**src/rtl/bert_rx_consts.vh**
```
// Constants for the pattern receiver: register offsets, field positions, reset values and counts.
`ifndef BERT_RX_CONSTS_VH
`define BERT_RX_CONSTS_VH
// Register word addresses (one per 32-bit register).
`define REG_CTRL         4'h0
`define REG_POLY         4'h1
`define REG_PATTERN      4'h2
`define REG_STATUS       4'h3
`define REG_BIT_COUNT    4'h4
`define REG_ERR_COUNT    4'h5
// Control register field positions.
`define CTRL_ENABLE      0
`define CTRL_MODE_LO     1
`define CTRL_MODE_HI     2
`define CTRL_QRSS        3
`define CTRL_NO_RESYNC   4
`define CTRL_LOAD        5
`define CTRL_UPDATE      6
// Pattern modes.
`define MODE_PRBS        2'h0
`define MODE_REPEAT      2'h1
// Sync state codes.
`define ST_LOAD          2'h0
`define ST_VERIFY        2'h1
`define ST_SYNC          2'h2
`define ST_SEARCH        2'h3
// Reset values.
`define CTRL_RESET       32'h0000_0000
`define POLY_RESET       32'h0000_0e12
`define PATTERN_RESET    32'h0000_0000
// Counts.
`define SYNC_BITS        6'h20
`define WINDOW_BITS      7'h40
`define ERR_THRESHOLD    7'h06
`define QRSS_TAP_A       17
`define QRSS_TAP_B       20
`define QRSS_ZERO_RUN    14
`endif
```
**src/rtl/bert_pattern_receiver.v**
```verilog
// Receive pattern checker for the serial TDM port with Avalon-MM register access.
// Function
// - Generator is 32-bit shift register, bit 1 toward bit 32, feedback into bit 1.
// - PRBS feedback is XOR of tap n and tap y.
// - Repetitive feedback is tap n; n and y each programmable 1 to 32.
// - Comparison bit equals the feedback bit.
// - QRSS taps 17 and 20; output forced one after 14 zeros; switchable.
// - PRBS/QRSS feedback forced one when bits 1 to 31 are zero.
// - Pattern type selects PRBS or repetitive lock procedure.
// - PRBS lock loads 32 bits, then all next 32 must match.
// - PRBS resync when errors in 64-bit window reach six.
// - Repetitive lock searches each position, then 32 bits must match.
// - Repetitive resync uses the same 64-bit window threshold.
// - Software can disable automatic resynchronization.
// - PRBS/QRSS lengths 2^9-1, 2^15-1 and 2^23-1 offered.
// - Repetitive length 1 to 32 and value 0 to 2^n-1.
// - 24-bit error counter and 32-bit bit counter readable.
// - Only bits with the gate input high are test data.
// - While enabled, normal traffic halts and port connects to tester.
// - When disabled, normal connection is restored.
// - Tester keeps running in X.86 mode with gate configured as output.
// - Receive path extracts payload and checks it against pattern.
// - Lock-lost reported whenever the sync machine is not locked.
// - Each bit counts; mismatches count errors; no counting while unlocked.
// - Counters saturate; rising edge of latch request starts update.
// - Update drops done, copies, clears, pulses zero status low, raises done.
//
// Design decisions made here: the register addresses and the Avalon-MM register port.
`timescale 1ns/1ps
`include "bert_rx_consts.vh"
module bert_pattern_receiver
(
    input  wire        clk,
    input  wire        reset_n,
    input  wire [3:0]  avs_address,
    input  wire        avs_read,
    input  wire        avs_write,
    input  wire [31:0] avs_writedata,
    output reg  [31:0] avs_readdata,
    output reg         avs_waitrequest,
    input  wire        line_clk,
    input  wire        line_data,
    input  wire        receive_bit_gate,
    input  wire        normal_rx_data,
    output reg         normal_path_data,
    output reg         normal_path_halted,
    output reg         pattern_lock_lost,
    output reg         counter_latch_done,
    output reg         count_nonzero
);

    // ****************************************************************
    // Register file and bus slave
    // ****************************************************************
    reg  [31:0] ctrl_q;
    reg  [31:0] poly_q;
    reg  [31:0] pattern_q;
    reg  [31:0] bit_latch_q;
    reg  [23:0] err_latch_q;
    reg         access_q;
    wire        new_pattern;

    // A load strobe or a write to the pattern setup starts a fresh lock attempt on the completing edge.
    assign new_pattern = avs_write && access_q &&
        (avs_address == `REG_POLY || avs_address == `REG_PATTERN ||
         (avs_address == `REG_CTRL && avs_writedata[`CTRL_LOAD]));

    // Every access is answered one cycle after it is presented.
    always @(posedge clk)
    begin
        if (!reset_n)
        begin
            access_q        <= 1'b0;
            avs_waitrequest <= 1'b1;
        end
        else
        begin
            access_q        <= (avs_read || avs_write) && !access_q;
            avs_waitrequest <= !((avs_read || avs_write) && !access_q);
        end
    end

    // Writes land on the completing edge, while waitrequest is low; load bit is self clearing.
    always @(posedge clk)
    begin
        if (!reset_n)
        begin
            ctrl_q    <= `CTRL_RESET;
            poly_q    <= `POLY_RESET;
            pattern_q <= `PATTERN_RESET;
        end
        else if (avs_write && access_q)
        begin
            case (avs_address)
                `REG_CTRL:    ctrl_q    <= avs_writedata & 32'hffff_ffdf;
                `REG_POLY:    poly_q    <= avs_writedata;
                `REG_PATTERN: pattern_q <= avs_writedata;
                default:      ctrl_q    <= ctrl_q;
            endcase
        end
    end

    // Read data; unmapped words read as zero.
    always @(posedge clk)
    begin
        if (!reset_n)
            avs_readdata <= 32'h0000_0000;
        else if (avs_read && !access_q)
        begin
            case (avs_address)
                `REG_CTRL:      avs_readdata <= ctrl_q;
                `REG_POLY:      avs_readdata <= poly_q;
                `REG_PATTERN:   avs_readdata <= pattern_q;
                `REG_STATUS:    avs_readdata <= {28'h0000000, count_nonzero, counter_latch_done,
                                                 pattern_lock_lost, ctrl_q[`CTRL_ENABLE]};
                `REG_BIT_COUNT: avs_readdata <= bit_latch_q;
                `REG_ERR_COUNT: avs_readdata <= {8'h00, err_latch_q};
                default:        avs_readdata <= 32'h0000_0000;
            endcase
        end
    end

    // ****************************************************************
    // Line input synchronisers and bit strobe
    // ****************************************************************
    reg  [1:0] clk_sync_q;
    reg  [1:0] data_sync_q;
    reg  [1:0] gate_sync_q;
    reg  [1:0] norm_sync_q;
    reg        clk_prev_q;
    wire       line_rise;
    wire       bit_valid;

    // Two flip-flops on every input from the line clock domain.
    always @(posedge clk)
    begin
        if (!reset_n)
        begin
            clk_sync_q  <= 2'b00;
            data_sync_q <= 2'b00;
            gate_sync_q <= 2'b00;
            norm_sync_q <= 2'b00;
            clk_prev_q  <= 1'b0;
        end
        else
        begin
            clk_sync_q  <= {clk_sync_q[0], line_clk};
            data_sync_q <= {data_sync_q[0], line_data};
            gate_sync_q <= {gate_sync_q[0], receive_bit_gate};
            norm_sync_q <= {norm_sync_q[0], normal_rx_data};
            clk_prev_q  <= clk_sync_q[1];
        end
    end

    assign line_rise = clk_sync_q[1] && !clk_prev_q;
    assign bit_valid = line_rise && gate_sync_q[1] && ctrl_q[`CTRL_ENABLE];

    always @(posedge clk)
    begin
        if (!reset_n)
        begin
            normal_path_halted <= 1'b0;
            normal_path_data   <= 1'b0;
        end
        else
        begin
            normal_path_halted <= ctrl_q[`CTRL_ENABLE];
            normal_path_data   <= ctrl_q[`CTRL_ENABLE] ? 1'b0 : norm_sync_q[1];
        end
    end

    // ****************************************************************
    // Receive pattern generator
    // ****************************************************************
    reg  [31:0] gen_q;
    wire [4:0]  tap_n;
    wire [4:0]  tap_y;
    wire        is_repeat;
    wire        qrss;
    wire        fb_raw;
    wire        feedback;
    wire        expected;
    wire [31:0] rep_mask;

    // n and y fields, value 0 means 32
    assign tap_n     = poly_q[4:0] - 5'h01;
    assign tap_y     = poly_q[12:8] - 5'h01;
    assign is_repeat = ctrl_q[`CTRL_MODE_HI:`CTRL_MODE_LO] == `MODE_REPEAT;
    assign qrss      = ctrl_q[`CTRL_QRSS] && !is_repeat;
    assign fb_raw = is_repeat ? gen_q[tap_n] :
                    qrss ? (gen_q[`QRSS_TAP_A-1] ^ gen_q[`QRSS_TAP_B-1]) :
                    (gen_q[tap_n] ^ gen_q[tap_y]);
    assign feedback = (!is_repeat && gen_q[30:0] == 31'h0000_0000) ? 1'b1 : fb_raw;
    assign expected = (qrss && gen_q[`QRSS_ZERO_RUN-1:0] == 14'h0000) ? 1'b1 : feedback;
    assign rep_mask = (poly_q[4:0] == 5'h00) ? 32'hffff_ffff : ((32'h0000_0001 << poly_q[4:0]) - 32'h0000_0001);

    // ****************************************************************
    // Synchronisation state machine
    // ****************************************************************
    reg  [1:0] state_q;
    reg  [5:0] sync_cnt_q;
    reg  [6:0] win_cnt_q;
    reg  [6:0] win_err_q;
    reg  [31:0] hist_q;
    wire       mismatch;
    wire       in_sync;

    assign mismatch = data_sync_q[1] != expected;
    assign in_sync  = state_q == `ST_SYNC;

    always @(posedge clk)
    begin
        if (!reset_n || new_pattern || !ctrl_q[`CTRL_ENABLE])
        begin
            state_q    <= is_repeat ? `ST_SEARCH : `ST_LOAD;
            sync_cnt_q <= 6'h00;
            win_cnt_q  <= 7'h00;
            win_err_q  <= 7'h00;
            gen_q      <= 32'h0000_0000;
            hist_q     <= 32'h0000_0000;
        end
        else if (bit_valid)
        begin
            hist_q <= {hist_q[30:0], data_sync_q[1]};
            case (state_q)
                `ST_LOAD:
                begin
                    gen_q      <= {gen_q[30:0], data_sync_q[1]};
                    sync_cnt_q <= sync_cnt_q + 6'h01;
                    if (sync_cnt_q == `SYNC_BITS - 6'h01)
                    begin
                        state_q    <= `ST_VERIFY;
                        sync_cnt_q <= 6'h00;
                    end
                end
                `ST_SEARCH:
                begin
                    if ((({hist_q[30:0], data_sync_q[1]} ^ pattern_q) & rep_mask) == 32'h0000_0000)
                    begin
                        gen_q      <= {hist_q[30:0], data_sync_q[1]};
                        state_q    <= `ST_VERIFY;
                        sync_cnt_q <= 6'h00;
                    end
                end
                `ST_VERIFY:
                begin
                    gen_q      <= {gen_q[30:0], feedback};
                    sync_cnt_q <= sync_cnt_q + 6'h01;
                    if (mismatch)
                        state_q <= is_repeat ? `ST_SEARCH : `ST_LOAD;
                    else if (sync_cnt_q == `SYNC_BITS - 6'h01)
                    begin
                        state_q   <= `ST_SYNC;
                        win_cnt_q <= 7'h00;
                        win_err_q <= 7'h00;
                    end
                    if (mismatch || sync_cnt_q == `SYNC_BITS - 6'h01)
                        sync_cnt_q <= 6'h00;
                end
                `ST_SYNC:
                begin
                    gen_q <= {gen_q[30:0], feedback};
                    win_cnt_q <= (win_cnt_q == `WINDOW_BITS - 7'h01) ? 7'h00 : win_cnt_q + 7'h01;
                    if (win_cnt_q == `WINDOW_BITS - 7'h01)
                        win_err_q <= 7'h00;
                    else if (mismatch)
                        win_err_q <= win_err_q + 7'h01;
                    if (mismatch && win_err_q + 7'h01 >= `ERR_THRESHOLD && !ctrl_q[`CTRL_NO_RESYNC])
                    begin
                        state_q    <= is_repeat ? `ST_SEARCH : `ST_LOAD;
                        sync_cnt_q <= 6'h00;
                    end
                end
                default: state_q <= `ST_LOAD;
            endcase
        end
    end

    always @(posedge clk)
    begin
        if (!reset_n)
            pattern_lock_lost <= 1'b1;
        else
            pattern_lock_lost <= !in_sync;
    end

    // ****************************************************************
    // Bit and error counters with latch update
    // ****************************************************************
    reg  [31:0] bit_cnt_q;
    reg  [23:0] err_cnt_q;
    reg         update_prev_q;
    reg  [1:0]  upd_phase_q;
    wire        update_rise;
    wire        count_bit;
    wire        count_err;
    wire [31:0] bit_inc;
    wire [23:0] err_inc;

    assign update_rise = ctrl_q[`CTRL_UPDATE] && !update_prev_q;
    assign count_bit   = bit_valid && in_sync;
    assign count_err   = count_bit && mismatch;
    assign bit_inc = (bit_cnt_q == 32'hffff_ffff) ? bit_cnt_q : bit_cnt_q + 32'h0000_0001;
    assign err_inc = (err_cnt_q == 24'hff_ffff) ? err_cnt_q : err_cnt_q + 24'h00_0001;

    always @(posedge clk)
    begin
        if (!reset_n)
        begin
            bit_cnt_q          <= 32'h0000_0000;
            err_cnt_q          <= 24'h00_0000;
            bit_latch_q        <= 32'h0000_0000;
            err_latch_q        <= 24'h00_0000;
            update_prev_q      <= 1'b0;
            upd_phase_q        <= 2'h0;
            counter_latch_done <= 1'b0;
            count_nonzero      <= 1'b0;
        end
        else
        begin
            update_prev_q <= ctrl_q[`CTRL_UPDATE];
            if (update_rise)
            begin
                bit_latch_q        <= count_bit ? bit_inc : bit_cnt_q;
                err_latch_q        <= count_err ? err_inc : err_cnt_q;
                bit_cnt_q          <= 32'h0000_0000;
                err_cnt_q          <= 24'h00_0000;
                counter_latch_done <= 1'b0;
                count_nonzero      <= 1'b0;
                upd_phase_q        <= 2'h1;
            end
            else
            begin
                if (count_bit)
                    bit_cnt_q <= bit_inc;
                if (count_err)
                    err_cnt_q <= err_inc;
                if (upd_phase_q == 2'h1)
                begin
                    count_nonzero      <= err_latch_q != 24'h00_0000;
                    counter_latch_done <= 1'b1;
                    upd_phase_q        <= 2'h0;
                end
            end
            // counters cleared
            // Only the live counts restart, so a pending update still completes its done status.
            if (new_pattern)
            begin
                bit_cnt_q <= 32'h0000_0000;
                err_cnt_q <= 24'h00_0000;
            end
        end
    end

endmodule

```
**config.mk**
```make
export PLATFORM = sky130hd
export DESIGN_NAME = bert_pattern_receiver
export DESIGN_NICKNAME = d
export VERILOG_FILES = /design/src/rtl/bert_pattern_receiver.v
export VERILOG_INCLUDE_DIRS = /design/src /design/src/rtl
export SDC_FILE = /design/constraint.sdc
export NUM_CORES = 1
export LEC_CHECK = 0
export BUFFER_PORTS_ARGS = -buffer_cell sky130_fd_sc_hd__buf_2
export CAP_MARGIN = 20
export CORE_ASPECT_RATIO = 2
export CORE_MARGIN = 5
export CORE_UTILIZATION = 52
export DETAILED_ROUTE_END_ITERATION = 6
export PLACE_DENSITY = 0.69
export SKIP_CTS_REPAIR_TIMING = 1
export SYNTH_ARGS = -nofsm -noshare
export SYNTH_HDL_FRONTEND = slang
export SYNTH_SLANG_ARGS = --single-unit
```
**constraint.sdc**
```tcl
create_clock -name clk -period 5.25 [get_ports clk]
set_input_delay 1.05 -clock clk [delete_from_list [all_inputs] [get_ports clk]]
set_output_delay 1.05 -clock clk [all_outputs]
set_load 0.02 [all_outputs]
```
# Word-level counts from Yosys, hierarchy flattened
# Index checks and enable logic that the tools add are counted.
word_totals:
  in_bits: 44
  word_cells: 160
  output_inout_bits: 38
  reg_bits: 342
classes:
  n_lt_le_gt_ge: 3
  n_shift: 1
  addsub: 8
  bitwise_logic: 5
  reduce_logical: 53
  n_mux: 39
  eq_ne: 23
ops:
  columns: ["cell", "n"]
  rows:
  - ["$pmux W32 S6", 1]
  - ["$mux W32", 4]
  - ["$pmux W32 S3", 1]
  - ["$mux W24", 2]
  - ["$mux W7", 5]
  - ["$add A32 B1 Y32 const B", 1]
  - ["$and A32 B32 Y32", 1]
  - ["$eq A32 B32 Y1 const B", 1]
  - ["$logic_not A32 Y1", 1]
  - ["$shl A1 B5 Y32 const A", 1]
  - ["$sub A32 B1 Y32 const B", 1]
  - ["$xor A32 B32 Y32", 1]
  - ["$logic_not A31 Y1", 1]
  - ["$pmux W7 S2", 2]
  - ["$add A24 B1 Y24 const B", 1]
  - ["$eq A24 B24 Y1 const B", 1]
  - ["$mux W6", 4]
  - ["$pmux W6 S4", 1]
  - ["$reduce_bool A24 Y1", 1]
  - ["$logic_and A1 B1 Y1", 16]
  - ["$mux W2", 8]
  - ["$add A7 B1 Y7 const B", 2]
  - ["$logic_not A14 Y1", 1]
  - ["$lt A5 B6 Y1 const B", 2]
  - ["34 further kinds", 72]

# Depth between registers and ports, before layout
depth:
  ltp_word: 15
  depth_mapped: 18

# Worst setup path after synthesis
# Ideal clock, no wire load.
synth_timing:
  path_type: "register to register"
  start: "register poly_q[0]"
  end: "register state_q[0] (enable)"
  setup_time_ps: 313
  arrival_time_ps: 4480
  setup_slack_ps: 457
  path_stages_with_launch: 19
  path_buffers: 3
  period_less_slack_ps: 4793
  cell_sequence: "dfxtp_1 inv_1 ha_1 clkbuf_1 inv_1 nor2_1 clkinv_1 ha_1 clkbuf_1 o21ai_1 a211oi_4 mux2i_1 or4_1 or4_1 or4_1 o22ai_4 buf_2 nand2_1 o21ai_1"
synth_via:
  elab_chain_cells: 13
synth_rtl:
  columns: ["element", "line_no", "rtl"]
  rows:
  - ["from (decl)", "bert_pattern_receiver.v:56", "reg [31:0] poly_q;"]
  - ["from (signal assigned)", "bert_pattern_receiver.v:89", "poly_q <= `POLY_RESET;"]
  - ["from (signal assigned)", "bert_pattern_receiver.v:96", "`REG_POLY: poly_q <= avs_writedata;"]
  - ["$sub A5 B1 Y5", "bert_pattern_receiver.v:186", "assign tap_n = poly_q[4:0] - 5'h01;"]
  - ["$bmux W1 S5", "bert_pattern_receiver.v:190, bert_pattern_receiver.v:192", null]
  - ["$mux W1 (not written as such)", "bert_pattern_receiver.v:190, bert_pattern_receiver.v:192", null]
  - ["$xor A1 B1 Y1", "bert_pattern_receiver.v:192", "(gen_q[tap_n] ^ gen_q[tap_y]);"]
  - ["$mux W1", "bert_pattern_receiver.v:191", "qrss ? (gen_q[`QRSS_TAP_A-1] ^ gen_q[`QRSS_TAP_B-1]) :"]
  - ["$mux W1", "bert_pattern_receiver.v:190", "assign fb_raw = is_repeat ? gen_q[tap_n] :"]
  - ["$mux W1", "bert_pattern_receiver.v:193", "assign feedback = (!is_repeat && gen_q[30:0] == 31'h0000_0000) ? 1'b1 : fb_raw;"]
  - ["$mux W1", "bert_pattern_receiver.v:194", "assign expected = (qrss && gen_q[`QRSS_ZERO_RUN-1:0] == 14'h0000) ? 1'b1 : feedback;"]
  - ["$ne A1 B1 Y1", "bert_pattern_receiver.v:208", "assign mismatch = data_sync_q[1] != expected;"]
  - ["$logic_and A1 B1 Y1 (no source line)", null, null]
  - ["$logic_and A1 B1 Y1", "bert_pattern_receiver.v:268", "if (mismatch && win_err_q + 7'h01 >= `ERR_THRESHOLD && !ctrl_q[`CTRL_NO_RESYNC])"]
  - ["$ne A3 B1 Y1 (no source line)", null, null]
  - ["$reduce_and A5 Y1 (no source line) *", null, null]
  - ["to (signal assigned)", "bert_pattern_receiver.v:253", "state_q <= `ST_SYNC;"]
  - ["to (signal assigned)", "bert_pattern_receiver.v:270", "state_q <= is_repeat ? `ST_SEARCH : `ST_LOAD;"]
  - ["to (signal assigned)", "bert_pattern_receiver.v:274", "default: state_q <= `ST_LOAD;"]
  - ["to (decl)", "bert_pattern_receiver.v:200", "reg [1:0] state_q;"]
# Mark *: on every way between the ends. The rest lies on a longest branch, timed or not. The select of a mux whose other input is x is not followed.
# A chain may end at the register's enable or synchronous reset.

# Final worst setup path
layout_timing:
  start: "register poly_q[0]"
  end: "register gen_q[13]"
layout_via:
  elab_chain_cells: 7
layout_rtl:
  columns: ["element", "line_no", "rtl"]
  rows:
  - ["$shl A1 B5 Y32", "bert_pattern_receiver.v:195", "assign rep_mask = (poly_q[4:0] == 5'h00) ? 32'hffff_ffff : ((32'h0000_0001 << poly_q[4:0]) - 32'h0000_0001);"]
  - ["$sub A32 B1 Y32", "bert_pattern_receiver.v:195", null]
  - ["$mux W32 *", "bert_pattern_receiver.v:195", null]
  - ["$and A32 B32 Y32 *", "bert_pattern_receiver.v:238", "if ((({hist_q[30:0], data_sync_q[1]} ^ pattern_q) & rep_mask) == 32'h0000_0000)"]
  - ["$logic_not A32 Y1 *", "bert_pattern_receiver.v:238", null]
  - ["$ne A2 B2 Y1 (no source line) *", null, null]
  - ["$reduce_and A2 Y1 (no source line) *", null, null]
  - ["to (signal assigned)", "bert_pattern_receiver.v:240", "gen_q <= {hist_q[30:0], data_sync_q[1]};"]
  - ["to (signal assigned)", "bert_pattern_receiver.v:247", "gen_q <= {gen_q[30:0], feedback};"]
  - ["to (signal assigned)", "bert_pattern_receiver.v:262", "gen_q <= {gen_q[30:0], feedback};"]
  - ["to (decl)", "bert_pattern_receiver.v:175", "reg [31:0] gen_q;"]
# Mark *: on every way between the ends. The rest lies on a longest branch, timed or not.

==> results.md <==
- Share of the synthesized area in the top cell type: 0.4122
- Worst-Margin Slew: roughly 1100 ps
- Die Width: roughly 140 um
- Int Power: 4.140 mW
- Crit path capture type: flip-flop
- Sw Share: 0.2182
- Synthesis-to-finish area growth: 11.69%
- Synth warnings: 0
- IO Pins: 82
- Leakage: 6.261 nW
- Die ar.: 35630 sq um
- Type of origin of the critical path: flip-flop
- Post-DP HPWL: around 42 mm
- Register area share after synthesis: 0.4159
- Largest net degree at the start of global routing: 79
- Initial Util: 0.5254
- Total CTS buffers: 31
- Sequential power share: 0.493
- #FFs+latches synth: 342
- Initial antenna violation count: 3
- Ys flop type: dfxtp_1
- Core area: 31430 sq um
- Psw: around 1.2 mW
- Relative slew slack: 0.2570
- Syn_nets: about 2100
- Mapped Cells: 2023
- Worst EP required: 5760 ps
- Peak supply drop: 0.3064 mV
- Row count: slightly above 90
- Port bufs: slightly above 80
- Clock root cell: clkbuf_16
- Nets: 2098
- Unique masters post-synth: 80
- Grt total ovfl: 0
- Via-to-Cell Ratio: ~6.2
- Final Hold Viols: 0
- Number of global-route vias before repair: 15060
- Syn_area_per_cell: 8.162 sq um
- Tcrit/Tclk final: 0.9233
- Post-synth EDFFs: 2
- Power per cell area: 287.1 nW/um^2
- Clk Latency, worst-skew pair: 590 ps
- Violated checks: DRC
- Layout cells sized above 1: 0.1174
- Layout Cells excl Fill: 2486
- H-tree depth: 1
- Worst-path clk slew: 80 ps
- Fraction of registers with async set/reset: 0
- Final TNS setup: 0 ps
- Drt pass-1 iters: 7
- Worst EP arrival: 5360 ps
- Setup CP Type: reg2reg
- Vias: 15292
- DRT iter0 DRCs: 1123
- CTS sink count: 342
- Clk buf depth: 3
- Max Freq: 206.3 MHz
- Cell taking the most area after synthesis: dfxtp_1
- First-pass GRT wire length: 86.57 mm
- Post-layout minimum cycle time: between 4000 and 5000 ps
- Total wire length: 55.96 mm
- Hold WC Path Type: reg2reg
- Post-DR wirelength/cell: 22.51 um
- CTS tree: built
- DRC errors left: 15
- # fillers: 2969
- GRT Util Overall: 0.3118
- Routability cong.: 1.027
- Utilization after layout: 0.5869
- Outcome: finished, violations left
- Antenna-violating nets left: 0
- Clock network fraction of design power: 0.474
- Netlist Area Pre-Place: 16510 sq um
- Unrepaired setup endpoints after global routing: no
- Area contributors post-synth: dfxtp_1, nand2_1, a21boi_0
- Post-Place Cells: 2425
- Gate power share: 0.033
- CP Max Fanout: 62
- Max Slew Vio Count: 0
- Max Clock Skew: 12.36 ps
- Max Cap Violations: 0
- Final setup viols: 0
- Die H: 262.0 um
==> final timing paths <==
| check | cells past startpoint | slack (ps) | start | end |
|---|---|---|---|---|
| hold / removal | 2 | 430 | win_cnt_q[6]$_SDFFE_PP0P_ | win_cnt_q[6]$_SDFFE_PP0P_ |
| hold reg to reg | 2 | 430 | win_cnt_q[6]$_SDFFE_PP0P_ | win_cnt_q[6]$_SDFFE_PP0P_ |
| setup / recovery | 14 | 400 | poly_q[0]$_SDFFE_PN0P_ | gen_q[13]$_SDFFE_PP0P_ |
| setup reg to reg | 14 | 400 | poly_q[0]$_SDFFE_PN0P_ | gen_q[13]$_SDFFE_PP0P_ |
==> layout by cell type (no fill, tap or decap), types with 24 or more instances in the layout <==
cell,synthesis,routed
xor2_1,47,47
o21ai_0,97,97
nor4_1,32,31
nand2_1,382,380
nor3_1,27,24
xnor2_1,50,50
a21boi_0,91,91
buf_2,13,80
dfxtp_1,340,340
a211oi_1,30,29
a22oi_1,75,75
buf_4,3,42
clkbuf_16,0,32
nor2_1,135,131
a21oi_1,127,127
nand3_1,55,55
nor2b_1,43,42
inv_1,28,28
==> synthesized netlist by cell type (21+ instances only) <==
master	n
nand2_1	382
a21boi_0	91
inv_1	28
and2_1	21
a21oi_1	127
nor3_1	27
nand3_1	55
xnor2_1	50
nor4_1	32
o21ai_0	97
dfxtp_1	340
clkbuf_1	116
nor2_1	135
a211oi_1	30
xor2_1	47
a22oi_1	75
a222oi_1	21
nor2b_1	43
==> power groups by stage <==
stage               combinational, mW  sequential (mW)  clock [mW]
global placement                0.165             2.67           0
detailed placement              0.168             2.67           0
finish                          0.172             2.61        2.51
CTS                             0.169             2.61        2.55
global route                    0.182             2.61        2.65
floorplan                      0.0934             2.67           0
==> per-layer routing <==
layer,GRT usage,share of wire
met5,0,0.00039
met1,0.3250,0.35
met3,0.04483,0.053
met2,0.5673,0.52
met4,0.2141,0.080
==> registers in the layout, summed over array words and instances, names as in the netlist, 31 cells and up <==
signal,flops
ctrl_q,31
hist_q,31
pattern_q,32
gen_q,32
poly_q,32
bit_cnt_q,32
avs_readdata,32
bit_latch_q,32
==> worst max-delay path, cell delays in order, from the launching register on <==
cell      delay (ps)
dfxtp_1          510
inv_1            200
ha_1             260
buf_4            220
nor3_1           610
o21ai_0          300
o2111a_1         300
o31ai_1          230
o221ai_1         180
or4_1            600
or4_1            500
o22ai_4          220
buf_12           290
nor2_1            70
a211oi_1         220
==> layout make-up <==
class	count	area [sq um]	area share
sequential	342	6867	0.3723
antenna	1	2.502	0.0001357
clock inverter	10	192.7	0.01045
tap	423	529.3	0.02870
inverter	30	112.6	0.006106
multi-input combinational	1506	9016	0.4889
timing repair buffer	126	782.0	0.04240
clock buffer	48	940.9	0.05102
==> through the flow <==
stage | hold WS [ps] | worst slack, ps | power (mW) | instance area (sq um)
3_5_place_dp | 423.0 | 495.1 | 2.838 | 17280
2_1_floorplan | 404.5 | 456.7 | 2.762 | 16510
5_1_grt | 447.5 | 192.7 | 5.440 | 18440
3_3_place_gp | 409.0 | 604.9 | 2.835 | 17260
6_report | 431.6 | 402.8 | 5.295 | 18440
4_1_cts | 434.4 | 477.6 | 5.324 | 18410
==> cell families after synthesis <==
kind of cell,count (synthesis),share of synthesized area
AOI/OAI and AO/OA,547,0.2229
xor gates and xnor gates,97,0.05145
adders and majority gates,17,0.01288
buffers and inverters,175,0.04190
DFF,342,0.4159
muxes,39,0.02804
and+or+nand+nor,806,0.2270
Note: power is estimated with default switching activity, not from simulation.
